[config.mk]
export PLATFORM = sky130hd
export DESIGN_NAME = tgc_gate
export DESIGN_NICKNAME = d
export VERILOG_FILES = /design/src/hw/tgc_pkg.sv /design/src/hw/tgc_gate.sv
export SDC_FILE = /design/constraint.sdc
export NUM_CORES = 1
export LEC_CHECK = 0
export ABC_AREA = 1
export ABC_CLOCK_PERIOD_IN_PS = 1200
export BUFFER_PORTS_ARGS = -buffer_cell sky130_fd_sc_hd__clkbuf_2
export CORE_ASPECT_RATIO = 2
export CORE_MARGIN = 4
export CORE_UTILIZATION = 38
export CTS_CLUSTER_DIAMETER = 200
export DETAILED_ROUTE_END_ITERATION = 12
export GPL_ROUTABILITY_DRIVEN = 0
export PLACE_DENSITY = 0.85
export SLEW_MARGIN = 20
export SYNTH_ARGS = -nofsm -noshare
export SYNTH_HDL_FRONTEND = slang
export SYNTH_SLANG_ARGS = --single-unit
[constraint.sdc]
create_clock -name mclk -period 1.2 [get_ports mclk]
set_clock_uncertainty 0.05 [all_clocks]
set_input_delay 0.24 -clock mclk [delete_from_list [all_inputs] [get_ports mclk]]
set_output_delay 0.24 -clock mclk [all_outputs]
set_load 0.005 [all_outputs]
[src/hw/tgc_pkg.sv]
// timer gate control package: offsets, field positions, reset values
// assumes a 32-bit avalon-mm data path with byte addresses
package tgc_pkg;
  // register byte addresses
  localparam logic [3:0] TGC_GATE_CTRL_OFS = 4'h0;
  localparam logic [3:0] TGC_TIMER_CTRL_OFS = 4'h4;
  // gate control field positions
  localparam int TGC_GE_BIT   = 7;
  localparam int TGC_POL_BIT  = 6;
  localparam int TGC_TM_BIT   = 5;
  localparam int TGC_SPM_BIT  = 4;
  localparam int TGC_GO_BIT   = 3;
  localparam int TGC_VAL_BIT  = 2;
  localparam int TGC_SS_LSB   = 0;
  // timer control field position
  localparam int TGC_ON_BIT   = 0;
  // reset values
  localparam logic [7:0] TGC_GATE_CTRL_RST = 8'h00;
  localparam logic       TGC_ON_RST        = 1'h0;
  localparam logic [1:0] TGC_SS_RST        = 2'h0;
  // gate source codes
  typedef enum logic [1:0] {
    TGC_SRC_PIN  = 2'b00,
    TGC_SRC_OVF  = 2'b01,
    TGC_SRC_CMP1 = 2'b10,
    TGC_SRC_CMP2 = 2'b11
  } tgc_src_e;
  // bus handshake states
  typedef enum logic [0:0] {
    TGC_BUS_IDLE = 1'b0,
    TGC_BUS_ACK  = 1'b1
  } tgc_bus_e;
endpackage

[src/hw/tgc_gate.sv]
// timer gate control: gate source, polarity, toggle and live level
// assumes avalon-mm master on mclk; overflow and comparator inputs
// are already on mclk, the gate pin is asynchronous
//
// Contract
// - polarity bit set gives active-high gate
// - toggle mode drives gate from toggle flop
// - toggle mode clear holds toggle flop cleared
// - toggle flop flips on each source rising edge
// - read-only gate level bit shows live gate
// - gate level independent of gate enable
//
// Design decisions made here: the register addresses and the Avalon-MM register port.
`timescale 1ns/10ps
module tgc_gate
  import tgc_pkg::*;
(
  input  wire logic        mclk,
  input  wire logic        reset,
  input  wire logic [3:0]  avs_address,
  input  wire logic        avs_read,
  input  wire logic        avs_write,
  input  wire logic [31:0] avs_writedata,
  input  wire logic [3:0]  avs_byteenable,
  output logic      [31:0] avs_readdata,
  output logic             avs_waitrequest,
  input  wire logic        gate_pin,
  input  wire logic        timer_overflow,
  input  wire logic        comp1_sync,
  input  wire logic        comp2_sync,
  output logic             gate_level_out,
  output logic             count_enable
);
  import tgc_pkg::*;

  logic       pin_s1_q;
  logic       pin_s2_q;
  logic       ge_q;
  logic       pol_q;
  logic       tm_q;
  logic       spm_q;
  logic [1:0] ss_q;
  logic       on_q;
  logic       tog_q;
  logic       src_prev_q;
  logic       gate_level_q;
  logic       count_en_q;
  logic [31:0] rdata_q;
  tgc_bus_e   bus_q;
  logic       wait_q;
  logic       src;
  logic       src_rise;
  logic       gate_raw;
  logic       gate_level_d;
  logic       req;
  logic       wr_take;
  logic [31:0] rdata_d;

  // byte lane 0 carries every implemented field
  function automatic logic lane0(input logic [3:0] be);
    return be[0];
  endfunction

  // two-flop synchroniser for the asynchronous gate pin
  always_ff @(posedge mclk) begin
    if (reset) begin
      pin_s1_q <= 1'b0;
      pin_s2_q <= 1'b0;
    end else begin
      pin_s1_q <= gate_pin;
      pin_s2_q <= pin_s1_q;
    end
  end

  // gate source mux
  always_comb begin
    case (tgc_src_e'(ss_q))
      TGC_SRC_PIN:  src = pin_s2_q;
      TGC_SRC_OVF:  src = timer_overflow;
      TGC_SRC_CMP1: src = comp1_sync;
      TGC_SRC_CMP2: src = comp2_sync;
      default:      src = pin_s2_q;
    endcase
  end

  assign src_rise = src & ~src_prev_q;

  // previous source level for edge detection
  always_ff @(posedge mclk) begin
    if (reset) begin
      src_prev_q <= 1'b0;
    end else begin
      src_prev_q <= src;
    end
  end

  // toggle flop; held clear whenever toggle mode is off
  always_ff @(posedge mclk) begin
    if (reset) begin
      tog_q <= 1'b0;
    end else if (!tm_q) begin
      tog_q <= 1'b0;
    end else if (src_rise) begin
      tog_q <= ~tog_q;
    end
  end

  // toggle output replaces the raw level, then polarity applies
  assign gate_raw = tm_q ? tog_q : src;
  assign gate_level_d = pol_q ? gate_raw : ~gate_raw;

  // live gate level; gate enable deliberately not involved
  always_ff @(posedge mclk) begin
    if (reset) begin
      gate_level_q <= 1'b0;
    end else begin
      gate_level_q <= gate_level_d;
    end
  end

  // count enable: timer off wins, gate enable off counts freely
  always_ff @(posedge mclk) begin
    if (reset) begin
      count_en_q <= 1'b0;
    end else begin
      count_en_q <= on_q & (~ge_q | gate_level_d);
    end
  end

  // one wait cycle per access keeps readdata registered
  assign req = (avs_read | avs_write) & (bus_q == TGC_BUS_IDLE);
  assign wr_take = avs_write & (bus_q == TGC_BUS_ACK);

  always_ff @(posedge mclk) begin
    if (reset) begin
      bus_q <= TGC_BUS_IDLE;
    end else begin
      case (bus_q)
        TGC_BUS_IDLE: bus_q <= req ? TGC_BUS_ACK : TGC_BUS_IDLE;
        TGC_BUS_ACK:  bus_q <= TGC_BUS_IDLE;
        default:      bus_q <= TGC_BUS_IDLE;
      endcase
    end
  end

  // waitrequest from its own flop so the pin never sees decode glitches
  always_ff @(posedge mclk) begin
    if (reset) begin
      wait_q <= 1'b1;
    end else begin
      wait_q <= ~req;
    end
  end

  // gate control write; go/done and gate level are not stored
  always_ff @(posedge mclk) begin
    if (reset) begin
      ge_q  <= TGC_GATE_CTRL_RST[TGC_GE_BIT];
      pol_q <= TGC_GATE_CTRL_RST[TGC_POL_BIT];
      tm_q  <= TGC_GATE_CTRL_RST[TGC_TM_BIT];
      spm_q <= TGC_GATE_CTRL_RST[TGC_SPM_BIT];
      ss_q  <= TGC_SS_RST;
    end else if (wr_take && avs_address == TGC_GATE_CTRL_OFS
                 && lane0(avs_byteenable)) begin
      ge_q  <= avs_writedata[TGC_GE_BIT];
      pol_q <= avs_writedata[TGC_POL_BIT];
      tm_q  <= avs_writedata[TGC_TM_BIT];
      spm_q <= avs_writedata[TGC_SPM_BIT];
      ss_q  <= avs_writedata[TGC_SS_LSB +: 2];
    end
  end

  // timer on bit lives in its own word
  always_ff @(posedge mclk) begin
    if (reset) begin
      on_q <= TGC_ON_RST;
    end else if (wr_take && avs_address == TGC_TIMER_CTRL_OFS
                 && lane0(avs_byteenable)) begin
      on_q <= avs_writedata[TGC_ON_BIT];
    end
  end

  // read mux; unmapped words read as zero
  always_comb begin
    rdata_d = 32'h0000_0000;
    case (avs_address)
      TGC_GATE_CTRL_OFS: begin
        rdata_d[TGC_GE_BIT]  = ge_q;
        rdata_d[TGC_POL_BIT] = pol_q;
        rdata_d[TGC_TM_BIT]  = tm_q;
        rdata_d[TGC_SPM_BIT] = spm_q;
        rdata_d[TGC_VAL_BIT] = gate_level_q;
        rdata_d[TGC_SS_LSB +: 2] = ss_q;
      end
      TGC_TIMER_CTRL_OFS: rdata_d[TGC_ON_BIT] = on_q;
      default: rdata_d = 32'h0000_0000;
    endcase
  end

  always_ff @(posedge mclk) begin
    if (reset) begin
      rdata_q <= 32'h0000_0000;
    end else if (req && avs_read) begin
      rdata_q <= rdata_d;
    end
  end

  assign avs_readdata    = rdata_q;
  assign avs_waitrequest = wait_q;
  assign gate_level_out  = gate_level_q;
  assign count_enable    = count_en_q;
endmodule

==> results.md, run 1 <==
- Starting Density: between 40% and 50%
- VDD IR max: ~0.94 mV
- Share of cells above drive strength 1: between 30% and 40%
- Initial antenna violation count: 0
- WL/cell: roughly 11 um
- Vias: ~900
- Critical path's largest stage delay: ~0.34 ns
- Synth Register Bits: 22
- Finished Core Util: about half
- Total core area: ~2600 um^2
- Nets: around 220
- CP Data Arrival Time: approximately 1.2 ns
- All-Layer GR Usage: between 10% and 20%
- Setup WS post-layout: approximately 0.084 ns
- GRT overflow: 0
- Largest family of logic cells by synthesized area: buffers and inverters
- Max-Cap Viols: 0
- Synth Area in Adders: 0%
- DR pass1 iterations: 4
- CP Data Required Time: about 1.3 ns
- Post-Synth XOR/XNOR Area: 0%
- Cells after Synth: between 100 and 150
- Clk buf depth: 2
- Crit Path Max Fanout: 4
- First-pass GRT wire length: between 3000 and 4000 um
- Sequential share of the synthesized area: between 40% and 50%
- Distinct cell type count after synthesis: 18
- Kind of critical path: reg2reg
- Post-route clock period utilization: between 90% and 100%
- Finished Cell Area: ~1300 um^2
- Post-Synth Simple-Gate Area: about 23%
- Power per cell area: about 1200 nW/um^2
- CP bufs+invs: 2
- Overall Power: roughly 1.6 mW
- H-tree depth: 1
- Multiplexer share of the synthesized area: 0%
- Placement-stage cell area: ~1100 um^2
- Yosys warns: 0
- DRC viols: 0
- Crit end category: register
- Crit-path cells: inv_1 -> nand2_1 -> nand3_2 -> nand2_2 -> nand2_2 -> nand3_2 -> nand3_1 -> nand2_1 -> inv_1
- Num ports: 83
- Crit path max-delay family: simple AND/OR/NAND/NOR gates
- FF-to-FF path depth: 9
- Post-route ant nets: 0
- Hold path depth: 3
- Unrepaired setup endpoints after global routing: true
- Chip height: between 80 and 90 um
- Routed vias/inst: 4.46
- Fmax: roughly 0.9 GHz
- Avg Cell Area, Syn: 7.52 um^2
- DR iter-0 viols: 16
- Pre-CTS setup slack: 0.00372 ns
- TritonCTS clock tree: built
- Post-layout min period: about 1.1 ns
- Synthesized area: 1040 um^2
- Pleak: around 0.6 nW
- Clock sinks: 22
- Root buffer cell: clkbuf_8
- Slew Viols, Final: 0
- Die width: between 40 and 50 um
- Area Overhead vs Synth: 21.2%
- Die area: roughly 3700 um^2
- CP max-delay cell: dfxtp_2
- HP Class: in2reg
- Num CTS Buffers: 3
- Final setup viols: 0
- Filler Cell Count: 278
- Compound-Gate Fraction of Synth Area: around 10%
- Vias in the first global route: approximately 860
- Fin. Hold Viols: 0
- CP Depth: 9
- Crit start category: register
- Status: completed
- Total Wirelength: 2180 um
- # rows: 26
- Detailed Place HPWL: between 1500 and 2000 um
- Largest net degree at the start of global routing: 14
- Diodes inserted: 0
- IO buf count: 28
- Clk Latency, worst-skew pair: 0.26 ns
- Clock slew at reported path FFs: 0.07 ns
## per-layer routing
| layer | track usage, % | vias up | routed length (um) |
|---|---|---|---|
| met4 | 7.33 | 0 | 50 |
| li1 | - | 457 | - |
| met2 | 24.7 | 50 | 1190 |
| met1 | 10.8 | 389 | 697 |
| met5 | 0 | - | 0 |
| met3 | 3.25 | 5 | 235 |
## path summary, 6_finish.rpt
kind / start / endpoint / slack [ns]
hold reg to reg: pin_s1_q / pin_s2_q / 0.35
hold / removal: gate_pin / pin_s1_q / 0.11
setup / recovery: ss_q[0] / count_enable / 0.08
setup reg to reg: ss_q[0] / count_enable / 0.08
## state kept, by name, summed over array words and instances, names as in the netlist
register and cells:
bus_q 1, pol_q 1, ss_q 2, on_q 1, tm_q 1, spm_q 1, pin_s1_q 1, tog_q 1
avs_readdata 7, ge_q 1, src_prev_q 1, pin_s2_q 1, avs_waitrequest 1, count_enable 1, gate_level_out 1
## report_power, final
part / internal (mW) / switching (mW) / leakage (nW)
logic: 0.0501 / 0.0809 / 0.400
clock network: 0.446 / 0.238 / 0.0357
registers: 0.743 / 0.00790 / 0.180
## metrics by stage
step,hold slack (ns),cells,setup TNS [ns]
after global routing,0.142,202,-0.0961
after floorplan,0.272,163,0
after detailed placement,0.346,197,0
after global placement,0.341,197,0
after CTS,0.111,201,0
final,0.114,202,0
## layout make-up
class / count / area [um^2] / share of cell area [%]
multi-input combinational: 99 / 478 / 37.7
sequential: 22 / 444 / 35.1
timing repair buffer: 33 / 178 / 14.0
inverter: 16 / 60.1 / 4.74
clock buffer: 3 / 41.3 / 3.26
tap: 28 / 35.0 / 2.77
clock inverter: 1 / 30.0 / 2.37
## Yosys cell counts
cell      count  area (um^2)
or2_0         1         6.26
inv_1        15         56.3
inv_2         1         3.75
conb_1        1         3.75
nand3_1       9         45.0
clkbuf_1      1         3.75
o22ai_1       1         6.26
nand2_2       1         6.26
buf_4        25          188
nor3_1        1         5.00
o21ai_0       8         40.0
dfxtp_1      22          440
nand3_2       1         10.0
nor2_4        2         22.5
nand2_1      24         90.1
nor2_1       12         45.0
a21oi_1      12         60.1
nor2_2        2         12.5
## repair_timing
item | in CTS | in global routing
endpoints found under the setup margin | 1 | 10
hold buffers | 0 | 0
buffers inserted | 0 | 1
pin swaps | 0 | 2
resized for setup | 1 | 12
endpoints found under the hold margin | 0 | 0
## cell usage in the layout (no fill, tap or decap), drive strengths merged
cell    count
buf         5
or2         1
o22ai       1
conb       25
clkbuf     31
dfxtp      22
bufinv      1
nand2      25
nand3      10
inv        16
o21ai       8
nor3        1
a21oi      12
nor2       16
## worst min-delay path, delay by kind of cell
kind,cells,cell delay [ns]
and+or+nand+nor,1,0.03
buffers and inverters,2,0.12
## cell families (layout without fill, tap and decap cells)
family | after synthesis | after routing
AND/OR/NAND/NOR | 53 | 53
AO/OA/AOI/OAI | 21 | 21
buffers and inverters | 42 | 53
flip-flops | 22 | 22
other | 1 | 25
Power figures use the tool's default switching activity.
==> run 2: changes to the inputs <==
--- a/config.mk
+++ b/config.mk
@@ -15,6 +15,7 @@
 export DETAILED_ROUTE_END_ITERATION = 12
 export GPL_ROUTABILITY_DRIVEN = 0
 export PLACE_DENSITY = 0.85
+export REMOVE_ABC_BUFFERS = 1
 export SLEW_MARGIN = 20
 export SYNTH_ARGS = -nofsm -noshare
 export SYNTH_HDL_FRONTEND = slang
==> run 2 against run 1 <==
  * Total power decreased by 0.68%
  * First-iteration DRC count up 110%
  * Maximum frequency is essentially flat
  * Count of clock-buffer cells in the layout unchanged
  * Critical path depth unchanged
  * Cell area shrank 4.0%
  * Clock power up 0.6%
  * Wire length down 4.3%
  * Sequential power barely moved
  * Utilization shrank 1.9 points
  * Non-clock buffer count fell by 4
  * Critical endpoint unchanged
  * Largest cell class unchanged
==> results.md, run 2 (synthesis gave the netlist of run 1 again) <==
- Area Overhead vs Synth: 16.4%
- Clk network pwr share: between 40 and 50%
- Max-Cap Viols: 0
- Fin. Hold Viols: 0
- Sw frac: 20.8%
- Slew Viols, Final: 0
- HP Class: in2reg
- Status: completed
- Pre-CTS setup slack: -0.00609 ns
- DR pass1 iterations: 4
- WL/cell: roughly 11 um
- Total Wirelength: roughly 2100 um
- Setup WS post-layout: around 0.085 ns
- CP Data Arrival Time: about 1.2 ns
- Clock slew at reported path FFs: 0.08 ns
- Hold Path Origin: gate_pin
- Reg2reg start: ss_q[0]
- First-pass GRT wire length: 3170 um
- Detailed Place HPWL: between 1500 and 2000 um
- Critical path's largest stage delay: about 0.35 ns
- Worst min-delay path endpoint: pin_s1_q
- Diodes inserted: 0
- Pleak: 0.595 nW
- Most common cell after layout, fill and taps aside: clkbuf_2
- Vias in the first global route: 840
- Num CTS Buffers: 3
- Crit start category: register
- Starting Density: approximately 40%
- H-tree depth: 1
- GRT overflow: 0
- Nets: around 220
- Most frequent cells in the layout: clkbuf_2, conb_1, nand2_1
- Crit-path cells: inv_2 -> nand2_1 -> nand3_2 -> nand2_2 -> nand2_1 -> nand3_1 -> nand3_1 -> nand2_1 -> inv_1
- IO buf count: 28
- Final setup viols: 0
- Die width: roughly 45 um
- Post-route ant nets: 0
- Int Power: about 1.2 mW
- Hold path depth: 3
- Clock sinks: 22
- CP Data Required Time: about 1.3 ns
- Clk Latency, worst-skew pair: between 0.2 and 0.3 ns
- Post-route clock period utilization: a little over 90%
- Post-layout min period: 1.12 ns
- CP most frequent cell: nand2_1
- Kind of critical path: reg2reg
- Chip height: ~82 um
- Routed vias/inst: 4.45
- Switching power of the nets: roughly 0.32 mW
- Largest net degree at the start of global routing: 14
- Reg2reg end: count_enable
- Power per cell area: 1280 nW/um^2
- Post-CTS resize count: 0
- CP max-delay cell: dfxtp_2
- All-Layer GR Usage: a little under an eighth
- TritonCTS clock tree: built
- Num ports: 83
- Fmax: 0.896 GHz
- Clk buf depth: 2
- Crit end category: register
- Register share of total power: roughly half
- DRC viols: 0
- Crit Path Max Fanout: 4
- Smallest hold slack: roughly 0.11 ns
- DR iter-0 viols: 33
- Setup TNS: 0 ns
- Die area: between 3000 and 4000 um^2
- Share of cells above drive strength 1: between 20% and 30%
- Root buffer cell: clkbuf_8
- Vias: approximately 880
- # rows: 26
- Hold-fix buffers at CTS: 0
- VDD IR max: slightly below 1 mV
- Largest register FFs: 7
- R2R Setup Slk: 0.08 ns
- Post-CTS setup buffers: 0
- Initial antenna violation count: 0
- FF-to-FF path depth: 9
- Total core area: between 2000 and 3000 um^2
- Comb power frac: under 10%
-- run 2: cell count changes in the layout (fill, tap and decap cells not counted) --
cell,previous run,this run
buf_4,5,1
dfxtp_1,19,21
dfxtp_2,3,1
inv_1,15,14
inv_2,1,2
nand2_1,22,23
nand2_2,2,1
nand3_1,5,7
nand3_2,5,3
nor2_2,1,2
nor2_4,3,2
or2_0,1,0
or2_1,0,1
-- run 2: worst max-delay path by stage --
stage	from	to
global route	ss_q[0]	count_enable
floorplan	ss_q[0]	count_enable
CTS	ss_q[0]	count_enable
global placement	avs_address[1]	ss_q[0]
detailed placement	avs_address[1]	ss_q[0]
finish	ss_q[0]	count_enable
-- run 2: metal layers --
metal  global-route usage (%)  part of all wire, %  routed length [um]  vias to the layer above
li1                         -                    -                   -                      447
met1                     9.89                   34                 708                      383
met2                     22.0                   53                1100                       43
met3                     3.69                   10                 209                        9
met4                     7.62                  3.1                  64                        0
met5                        0                    0                   0                        -
-- run 2: cell type report --
type | instances | area [um^2]
fillers | 282 | 1390
well taps | 28 | 35.0
inverters | 16 | 60.1
multi-input cells | 99 | 460
clock inverters | 1 | 30.0
flip-flops and latches | 22 | 442
repair buffers | 29 | 148
clock buffers | 3 | 41.3
-- run 2: through the flow --
stage | util [%] | instances | total power, mW | instance area (um^2)
6_report | 46.7 | 198 | 1.56 | 1220
5_1_grt | 46.7 | 198 | 1.62 | 1220
4_1_cts | 46.0 | 198 | 1.57 | 1200
3_5_place_dp | 43.3 | 194 | 0.879 | 1130
3_3_place_gp | 43.3 | 194 | 0.877 | 1130
2_1_floorplan | - | 137 | 0.825 | 943
-- run 2: worst max-delay path, delay by kind of cell (launching register included) --
family | cells | cell delay [ns]
and+or+nand+nor | 7 | 0.51
DFF | 1 | 0.35
buffers and inverters | 2 | 0.10
-- run 2: power by group through the flow --
stage	clock network [mW]	logic (mW)	registers, mW
after detailed placement	0	0.113	0.766
after floorplan	0	0.0592	0.765
after CTS	0.705	0.113	0.748
after global routing	0.731	0.138	0.750
final	0.688	0.119	0.748
after global placement	0	0.112	0.765
